--- src/mbd_defines.svh ---
/*
 * register offsets, field positions, reset values and timing counts
 * for the mic bias current detect block.
 * assumes inclusion by bare name from the package and the design file.
 */
`ifndef MBD_DEFINES_SVH
`define MBD_DEFINES_SVH
`define MBD_ADDR_W 8
`define MBD_DATA_W 16
`define MBD_OFS_CTRL0 8'h06
`define MBD_OFS_HOST 8'h40
`define MBD_OFS_EVENT 8'h41
`define MBD_OFS_STATE 8'h42
`define MBD_BIAS_EN_BIT 0
`define MBD_DET_EN_BIT 1
`define MBD_HOOK_THR_LO 2
`define MBD_HOOK_THR_HI 3
`define MBD_INS_THR_LO 4
`define MBD_INS_THR_HI 6
`define MBD_INS_POL_BIT 0
`define MBD_HOOK_POL_BIT 1
`define MBD_CLK_GATE_BIT 2
`define MBD_SERVO_LO 4
`define MBD_SERVO_HI 7
`define MBD_CTRL0_RST 16'h0000
`define MBD_HOST_RST 16'h0000
`define MBD_CTRL0_WMASK 16'h007f
`define MBD_HOST_WMASK 16'h00f7
`define MBD_HOOK_CONSEC 4'd10
`define MBD_MEAS_PERIOD_NS 1000
`define MBD_CLK_PERIOD_NS 10
`define MBD_MEAS_CYCLES (`MBD_MEAS_PERIOD_NS / `MBD_CLK_PERIOD_NS)
`endif

--- src/mbd_pkg.sv ---
/*
 * types shared by the mic bias current detect block.
 * assumes mbd_defines.svh is on the include path.
 */
package mbd_pkg;
`include "mbd_defines.svh"
	// analogue comparator outputs, raw and unsynchronised
	typedef struct packed {
		logic ins_rise;
		logic ins_fall;
		logic hook_rise;
		logic hook_fall;
	} mbd_cmp_s;
	// latched event flags
	typedef struct packed {
		logic ins;
		logic hook;
	} mbd_evt_s;
endpackage

--- src/mbd_detect.sv ---
/*
 * mic bias current detect: register slave, comparator synchronisers,
 * hysteresis state, hook filter, polarity-selected sticky event flags.
 * assumes comparators outside, with separate rise/fall trip points,
 * and a host on a plain strobe port with read data one cycle later.
 */
// The implementer's own choice: the address-and-strobe port.
`timescale 1ns/1ns
`include "mbd_defines.svh"
module mbd_detect
	import mbd_pkg::*;
#(
	parameter int MEAS_CYCLES = `MBD_MEAS_CYCLES
) (
	input wire logic mclk,
	input wire logic rst_n,
	input wire logic [`MBD_ADDR_W-1:0] addr,
	input wire logic [`MBD_DATA_W-1:0] wdata,
	input wire logic wr_stb,
	input wire logic rd_stb,
	output logic [`MBD_DATA_W-1:0] rdata,
	input wire mbd_cmp_s cmp_in,
	input wire logic [1:0] event_clear,
	output mbd_evt_s event_flags,
	output logic [2:0] insertion_current_threshold,
	output logic [1:0] hook_current_threshold,
	output logic bias_output_enable,
	output logic gpio_ins_status,
	output logic gpio_hook_status
);
	// register bus state
	logic [`MBD_DATA_W-1:0] ctrl0_ff;
	logic [`MBD_DATA_W-1:0] host_ff;
	logic [`MBD_DATA_W-1:0] rdata_ff;
	logic [`MBD_DATA_W-1:0] nxt_rdata;
	logic ctrl0_wr;
	logic host_wr;

	// comparator synchronisers; only the second stage is read
	mbd_cmp_s sync1_ff;
	mbd_cmp_s sync2_ff;

	// detection state and the measurement strobe divider
	logic ins_state_ff;
	logic hook_raw_ff;
	logic hook_state_ff;
	logic [3:0] hook_cnt_ff;
	logic [$clog2(MEAS_CYCLES+1)-1:0] meas_cnt_ff;
	logic meas_tick;

	// registered outputs; every top output but rdata comes from one of these
	mbd_evt_s flags_ff;
	logic [2:0] ins_thr_ff;
	logic [1:0] hook_thr_ff;
	logic bias_en_ff;
	logic gpio_ins_ff;
	logic gpio_hook_ff;

	// previous filtered states for edge detection
	logic ins_prev_ff;
	logic hook_prev_ff;

	// qualifiers and one-cycle event strobes
	logic det_en;
	logic clk_ok;
	logic run;
	logic ins_set;
	logic ins_clr;
	logic hook_press;
	logic hook_release;
	logic set_ins_flag;
	logic set_hook_flag;

	// write decodes; a write to any other offset is dropped
	assign ctrl0_wr = wr_stb && (addr == `MBD_OFS_CTRL0);
	assign host_wr = wr_stb && (addr == `MBD_OFS_HOST);

	// control register; upper bits of ctrl0 are reserved and read zero
	always_ff @(posedge mclk) begin
		if (!rst_n) begin
			ctrl0_ff <= `MBD_CTRL0_RST;
		end else if (ctrl0_wr) begin
			ctrl0_ff <= wdata & `MBD_CTRL0_WMASK;
		end
	end

	// host clocking and polarity controls; bit 3 is reserved
	always_ff @(posedge mclk) begin
		if (!rst_n) begin
			host_ff <= `MBD_HOST_RST;
		end else if (host_wr) begin
			host_ff <= wdata & `MBD_HOST_WMASK;
		end
	end

	assign det_en = ctrl0_ff[`MBD_DET_EN_BIT];
	// filtering runs only when the host keeps clock, gate and a servo up
	assign clk_ok = host_ff[`MBD_CLK_GATE_BIT] &&
		(|host_ff[`MBD_SERVO_HI:`MBD_SERVO_LO]);
	assign run = det_en && clk_ok;

	// read mux; unmapped addresses answer zero
	always_comb begin
		nxt_rdata = 16'h0000;
		case (addr)
			`MBD_OFS_CTRL0: nxt_rdata = ctrl0_ff;
			`MBD_OFS_HOST: nxt_rdata = host_ff;
			`MBD_OFS_EVENT: nxt_rdata = {14'h0000, flags_ff.hook, flags_ff.ins};
			`MBD_OFS_STATE: nxt_rdata = {13'h0000, hook_raw_ff, hook_state_ff,
				ins_state_ff};
			default: nxt_rdata = 16'h0000;
		endcase
	end

	// read data stands one cycle only and is zero otherwise, so the
	// return path can be or-ed with other slaves without a select
	always_ff @(posedge mclk) begin
		if (!rst_n) begin
			rdata_ff <= 16'h0000;
		end else if (rd_stb) begin
			rdata_ff <= nxt_rdata;
		end else begin
			rdata_ff <= 16'h0000;
		end
	end

	// comparators are asynchronous to mclk
	// the first stage may go metastable, so nothing but sync2 reads it
	always_ff @(posedge mclk) begin
		if (!rst_n) begin
			sync1_ff <= '0;
			sync2_ff <= '0;
		end else begin
			sync1_ff <= cmp_in;
			sync2_ff <= sync1_ff;
		end
	end

	// insertion state moves on rise trip, clears on the lower trip or when det_en drops;
	// the state is frozen while unclocked, so a change is seen on return
	assign ins_set = sync2_ff.ins_rise;
	assign ins_clr = !sync2_ff.ins_fall;
	always_ff @(posedge mclk) begin
		if (!rst_n) begin
			ins_state_ff <= 1'b0;
		end else if (!det_en) begin
			ins_state_ff <= 1'b0;
		end else if (run) begin
			if (!ins_state_ff && ins_set) begin
				ins_state_ff <= 1'b1;
			end else if (ins_state_ff && ins_clr) begin
				ins_state_ff <= 1'b0;
			end
		end
	end

	// measurement strobe divider
	// held at zero while not running, so a restart waits a full period
	assign meas_tick = run && (meas_cnt_ff == MEAS_CYCLES - 1);
	always_ff @(posedge mclk) begin
		if (!rst_n || !run || meas_tick) begin
			meas_cnt_ff <= '0;
		end else begin
			meas_cnt_ff <= meas_cnt_ff + 1'b1;
		end
	end

	// per-measurement hook comparator with hysteresis
	always_ff @(posedge mclk) begin
		if (!rst_n || !det_en) begin
			hook_raw_ff <= 1'b0;
		end else if (meas_tick) begin
			if (hook_raw_ff) begin
				hook_raw_ff <= sync2_ff.hook_fall;
			end else begin
				hook_raw_ff <= sync2_ff.hook_rise;
			end
		end
	end

	// filtered hook state changes after ten agreeing measurements; the
	// count restarts whenever a sample disagrees, trading speed for noise
	always_ff @(posedge mclk) begin
		if (!rst_n || !det_en) begin
			hook_cnt_ff <= 4'h0;
			hook_state_ff <= 1'b0;
		end else if (meas_tick) begin
			if (hook_raw_ff == hook_state_ff) begin
				hook_cnt_ff <= 4'h0;
			end else if (hook_cnt_ff == `MBD_HOOK_CONSEC - 4'd1) begin
				hook_cnt_ff <= 4'h0;
				hook_state_ff <= hook_raw_ff;
			end else begin
				hook_cnt_ff <= hook_cnt_ff + 4'd1;
			end
		end
	end

	// insertion edge detector; its reset value equals the state's reset
	// value, so no false edge follows reset
	always_ff @(posedge mclk) begin
		if (!rst_n) begin
			ins_prev_ff <= 1'b0;
		end else begin
			ins_prev_ff <= ins_state_ff;
		end
	end

	// hook edge detector on the filtered state
	always_ff @(posedge mclk) begin
		if (!rst_n) begin
			hook_prev_ff <= 1'b0;
		end else begin
			hook_prev_ff <= hook_state_ff;
		end
	end

	// polarity is read live; a change while a state is steady makes no
	// event, so the host must wait out contact bounce before changing it
	assign hook_press = hook_state_ff && !hook_prev_ff;
	assign hook_release = !hook_state_ff && hook_prev_ff;
	assign set_ins_flag = det_en && (host_ff[`MBD_INS_POL_BIT] ?
		(!ins_state_ff && ins_prev_ff) :
		(ins_state_ff && !ins_prev_ff));
	assign set_hook_flag = det_en && (host_ff[`MBD_HOOK_POL_BIT] ?
		hook_release :
		hook_press);

	// sticky flags; a new event in the clearing cycle wins
	always_ff @(posedge mclk) begin
		if (!rst_n) begin
			flags_ff <= '0;
		end else begin
			flags_ff.ins <= set_ins_flag ||
				(flags_ff.ins && !event_clear[0]);
			flags_ff.hook <= set_hook_flag ||
				(flags_ff.hook && !event_clear[1]);
		end
	end

	// insertion threshold copy toward the analogue side; the extra
	// stage costs a cycle but keeps the pins straight off a flop
	always_ff @(posedge mclk) begin
		if (!rst_n) begin
			ins_thr_ff <= 3'h0;
		end else begin
			ins_thr_ff <= ctrl0_ff[`MBD_INS_THR_HI:`MBD_INS_THR_LO];
		end
	end

	// hook threshold copy toward the analogue side
	always_ff @(posedge mclk) begin
		if (!rst_n) begin
			hook_thr_ff <= 2'h0;
		end else begin
			hook_thr_ff <= ctrl0_ff[`MBD_HOOK_THR_HI:`MBD_HOOK_THR_LO];
		end
	end

	// bias output enable copy
	always_ff @(posedge mclk) begin
		if (!rst_n) begin
			bias_en_ff <= 1'b0;
		end else begin
			bias_en_ff <= ctrl0_ff[`MBD_BIAS_EN_BIT];
		end
	end

	// gpio levels come from the same filtered states, no fast bypass;
	// they may still bounce, so the host debounces them
	always_ff @(posedge mclk) begin
		if (!rst_n) begin
			gpio_ins_ff <= 1'b0;
		end else begin
			gpio_ins_ff <= ins_state_ff;
		end
	end

	// hook level, one cycle behind the filtered state like the flag
	always_ff @(posedge mclk) begin
		if (!rst_n) begin
			gpio_hook_ff <= 1'b0;
		end else begin
			gpio_hook_ff <= hook_state_ff;
		end
	end

	assign rdata = rdata_ff;
	assign event_flags = flags_ff;
	assign insertion_current_threshold = ins_thr_ff;
	assign hook_current_threshold = hook_thr_ff;
	assign bias_output_enable = bias_en_ff;
	assign gpio_ins_status = gpio_ins_ff;
	assign gpio_hook_status = gpio_hook_ff;
endmodule // mbd_detect

--- config.mk ---
export PLATFORM = sky130hd
export DESIGN_NAME = mbd_detect
export DESIGN_NICKNAME = d
export VERILOG_FILES = /design/src/mbd_pkg.sv /design/src/mbd_detect.sv
export VERILOG_INCLUDE_DIRS = /design/src
export SDC_FILE = /design/constraint.sdc
export NUM_CORES = 1
export LEC_CHECK = 0
export BUFFER_PORTS_ARGS = -buffer_cell sky130_fd_sc_hd__buf_2
export CAP_MARGIN = 25
export CORE_MARGIN = 10
export CORE_UTILIZATION = 41
export DETAILED_ROUTE_END_ITERATION = 6
export PLACE_DENSITY_LB_ADDON = 0.15
export SLEW_MARGIN = 15
export SYNTH_ARGS = -nofsm -noshare
export SYNTH_HDL_FRONTEND = slang
export SYNTH_SLANG_ARGS = --single-unit
--- constraint.sdc ---
create_clock -name mclk -period 2.4 [get_ports mclk]
set_input_delay 0.36 -clock mclk [delete_from_list [all_inputs] [get_ports mclk]]
set_output_delay 0.36 -clock mclk [all_outputs]
set_load 0.02 [all_outputs]
==> summary.md <==
| Metric | Value |
|---|---|
| Hpwl dp | `3.349 mm` |
| HP Start | `cmp_in[2]` |
| WL final | `4.538 mm` |
| Relative slew slack | `62.85%` |
| Final core occ | `49.09%` |
| Total Power | `1.568 mW` |
| Library cells used by synthesis | `42` |
| Final WS setup | `0.6130 ns` |
| IO buf count | `43` |
| Crit-path slowest cell | `or4_1` |
| Worst setup path class | `reg -> reg` |
| Worst Hold Class | `in -> reg` |
| RR Startpoint | `meas_cnt_ff[2]` |
| WP data required | `2.64 ns` |
| Largest net degree at the start of global routing | `31` |
| Worst Path Buf+Inv | `0` |
| # DRC | `0` |
| Yosys warning total | `0` |
| Final Hold Vio Count | `0` |
| CTS H-tree lvls | `2` |
| Vias in the first global route | `1594` |
| Post-synth ARST share | `0%` |
| DR vias | `1668` |
| Crit-path cells | `nor4b_1, nand3_1, or4_1, a21oi_1` |
| Final-layout fill cell count | `528` |
| Number of synthesized flops with an enable pin | `0` |
| RSZ-0062 raised after global routing | `no` |
| Actual slew at the worst max-slew pin | `0.5522 ns` |
| Initial core utilization | `42.01%` |
| P&R area growth vs syn | `16.84%` |
| Status | `complete, no violations` |
| Maxcap violations | `0` |
| CP peak stage delay | `0.60 ns` |
| Detailed Route Iter0 Violations | `80` |
| Global route total overflow | `0` |
| Post-Syn Instances | `230` |
| Worst setup startpoint | `meas_cnt_ff[2]` |
| Die Ht | `92.11 um` |
| Antenna-violating nets left | `0` |
| VDD IR max | `0.4523 mV` |
| Setup TNS | `0 ns` |
| Ant. Diodes | `0` |
| Synth Register Bits | `54` |
| First-pass GRT wire length | `7.652 mm` |
| Clock latency on the worst-skew pair | `0.30 ns` |
| DR WL/cell | `13.19 um` |
| Crit path launch type | `register` |
| Critical Path Sink Type | `register` |
| Root Driver | `clkbuf_8` |
| Worst hold slack | `0.2539 ns` |
| I/O pins | `60` |
| Pleak | `0.9885 nW` |
| FMAX | `559.6 MHz` |
| # setup viols final | `0` |
| GRT Total Usage | `10.89%` |
| Delay-heaviest family, CP | `simple AND/OR/NAND/NOR gates` |
| Post-Route Skew | `0.01158 ns` |
| Reg2Reg Setup Slack | `0.61 ns` |
| Die area | `0.008484 sq mm` |
| Sequential share of the synthesized area | `50.70%` |
| Antenna violations before repair | `0` |
| Register area | `0.001081 sq mm` |
| Via density | `4.849` |
| GP Congestion | `0.7384` |
| Synthesized area | `0.002132 sq mm` |
| Pwr dens | `629.2 mW/mm^2` |
| Num CTS Buffers | `5` |
| Tcrit/Tclk final | `74.46%` |
| Max-slew violations | `0` |
| Number of nets in the layout | `308` |
| Critical path arrival | `2.03 ns` |
| Synthesized area per cell | `9.270 sq um` |
| # rows | `26` |
| Total core area | `0.005075 sq mm` |
| Critical path peak fanout | `12` |
| Setup WS pre-CTS | `0.4771 ns` |
| Sink Count | `54` |
| Ys flop type | `dfxtp_1` |
| Bufs on Longest Clock Path | `2` |
| Die width | `92.11 um` |
| Clock-pin slew on the worst setup and hold paths | `0.10 ns` |
| Post-CTS setup buffer count | `0` |
| Multi-input gate area | `960.9 sq um` |
| DRT Pass-1 Iters | `5` |
| CTS tree | `built` |
| Final Critical Period | `1.787 ns` |
| Hold_buf cts | `0` |
| Post-CTS sizing | `0` |
| Share of cells above drive strength 1 | `22.99%` |
==> path summary, 6_finish.rpt <==
kind	to	cells past startpoint
max	hook_cnt_ff[2]	4
min	sync1_ff[2]	2
max reg2reg	hook_cnt_ff[2]	4
min reg2reg	sync2_ff[1]	1
==> metal layers <==
layer	track usage, %	vias up	wire length (um)
met3	3.504	5	273
li1	-	870	-
met4	4.242	0	54
met2	17.00	43	1974
met1	13.60	750	2237
met5	0	-	0
==> logic make-up (layout without fill, tap and decap cells) <==
kind of cell,Yosys count,in the layout,synth area share [%]
adder cells (fa/ha/maj),1,1,0.5868
flip-flops,54,54,50.70
XOR/XNOR,7,7,2.876
other,1,8,0.1759
AND/OR/NAND/NOR,102,102,26.70
buffers and inverters,21,58,5.458
multiplexers,3,3,1.409
AO/OA/AOI/OAI,41,41,12.09
==> Yosys cell counts, drive strengths merged (2+ instances only) <==
cell type	instances	area, sq um
nor3b	2	15.01
nand3	12	60.06
nor3	2	10.01
and2	17	106.4
or3b	3	26.28
mux2i	3	30.03
nor2	16	60.06
nand2b	2	12.51
a22oi	6	45.04
clkbuf	7	26.28
and3	3	18.77
nand3b	2	15.01
o21ai	16	91.34
xnor2	5	43.79
buf	10	75.07
a21oi	11	55.05
or4	8	67.56
dfxtp	54	1081
nor2b	4	25.02
o31ai	3	22.52
inv	4	15.01
xor2	2	17.52
o22a	2	17.52
nand2	22	82.58
nand4	2	12.51
==> sequential cells by signal (all words and copies together) (netlist names), 2 cells and up <==
signal and flops:
ctrl0_ff 7, event_flags 2, hook_cnt_ff 4, hook_current_threshold 2, host_ff 7, insertion_current_threshold 3, meas_cnt_ff 7, rdata 8
sync1_ff 4, sync2_ff 3
==> metrics by stage <==
stage | area, sq um | cells
after floorplan | 2158 | 237
after global placement | 2382 | 336
after detailed placement | 2382 | 336
after CTS | 2491 | 344
after global routing | 2491 | 344
final | 2491 | 344
==> area by class of cell <==
type                            count  share of cell area (%)
Inverter                            4                  0.6027
Timing Repair Buffer               46                   9.543
Clock buffer                        5                   2.762
Multi-Input combinational cell    162                   38.57
Clock inverter                      3                   1.607
Tap cell                           70                   3.516
Sequential cell                    54                   43.40
==> worst register-to-register path, stage by stage, from the launching register on <==
cell     delay [ns]
dfxtp_1        0.35
nor4b_1        0.30
nand3_1        0.34
or4_1          0.60
a21oi_1        0.14
==> report_power, final <==
group | switching, mW | internal, mW | total (mW)
logic | 0.0403 | 0.0255 | 0.0659
registers | 0.00121 | 0.902 | 0.903
clock network | 0.291 | 0.307 | 0.599
==> cell usage in the layout (no fill, tap or decap), types with 2 or more instances in the layout <==
cell      synthesis  final
and2_1           17     17
a21oi_1          11     11
buf_2             0     43
nand3_1          12     12
nor2_1           16     16
nand4_1           2      2
o21ai_0          10     10
o21ai_2           3      3
nor2b_1           4      4
mux2i_1           3      3
nor3_1            2      2
conb_1            1      8
clkbuf_8          0      5
nor3b_1           2      2
o31ai_1           3      3
o22a_1            2      2
clkinv_2          0      2
and3_1            3      3
dfxtp_1          54     54
or4_4             2      2
nand2b_1          2      2
or4_1             6      6
a22oi_1           6      6
nand3b_1          2      2
buf_4             8      3
xor2_1            2      2
nand2_1          22     22
o21ai_1           3      3
inv_1             4      4
xnor2_1           5      5
or3b_2            3      3
No activity file was read; power rests on OpenSTA's default activity.
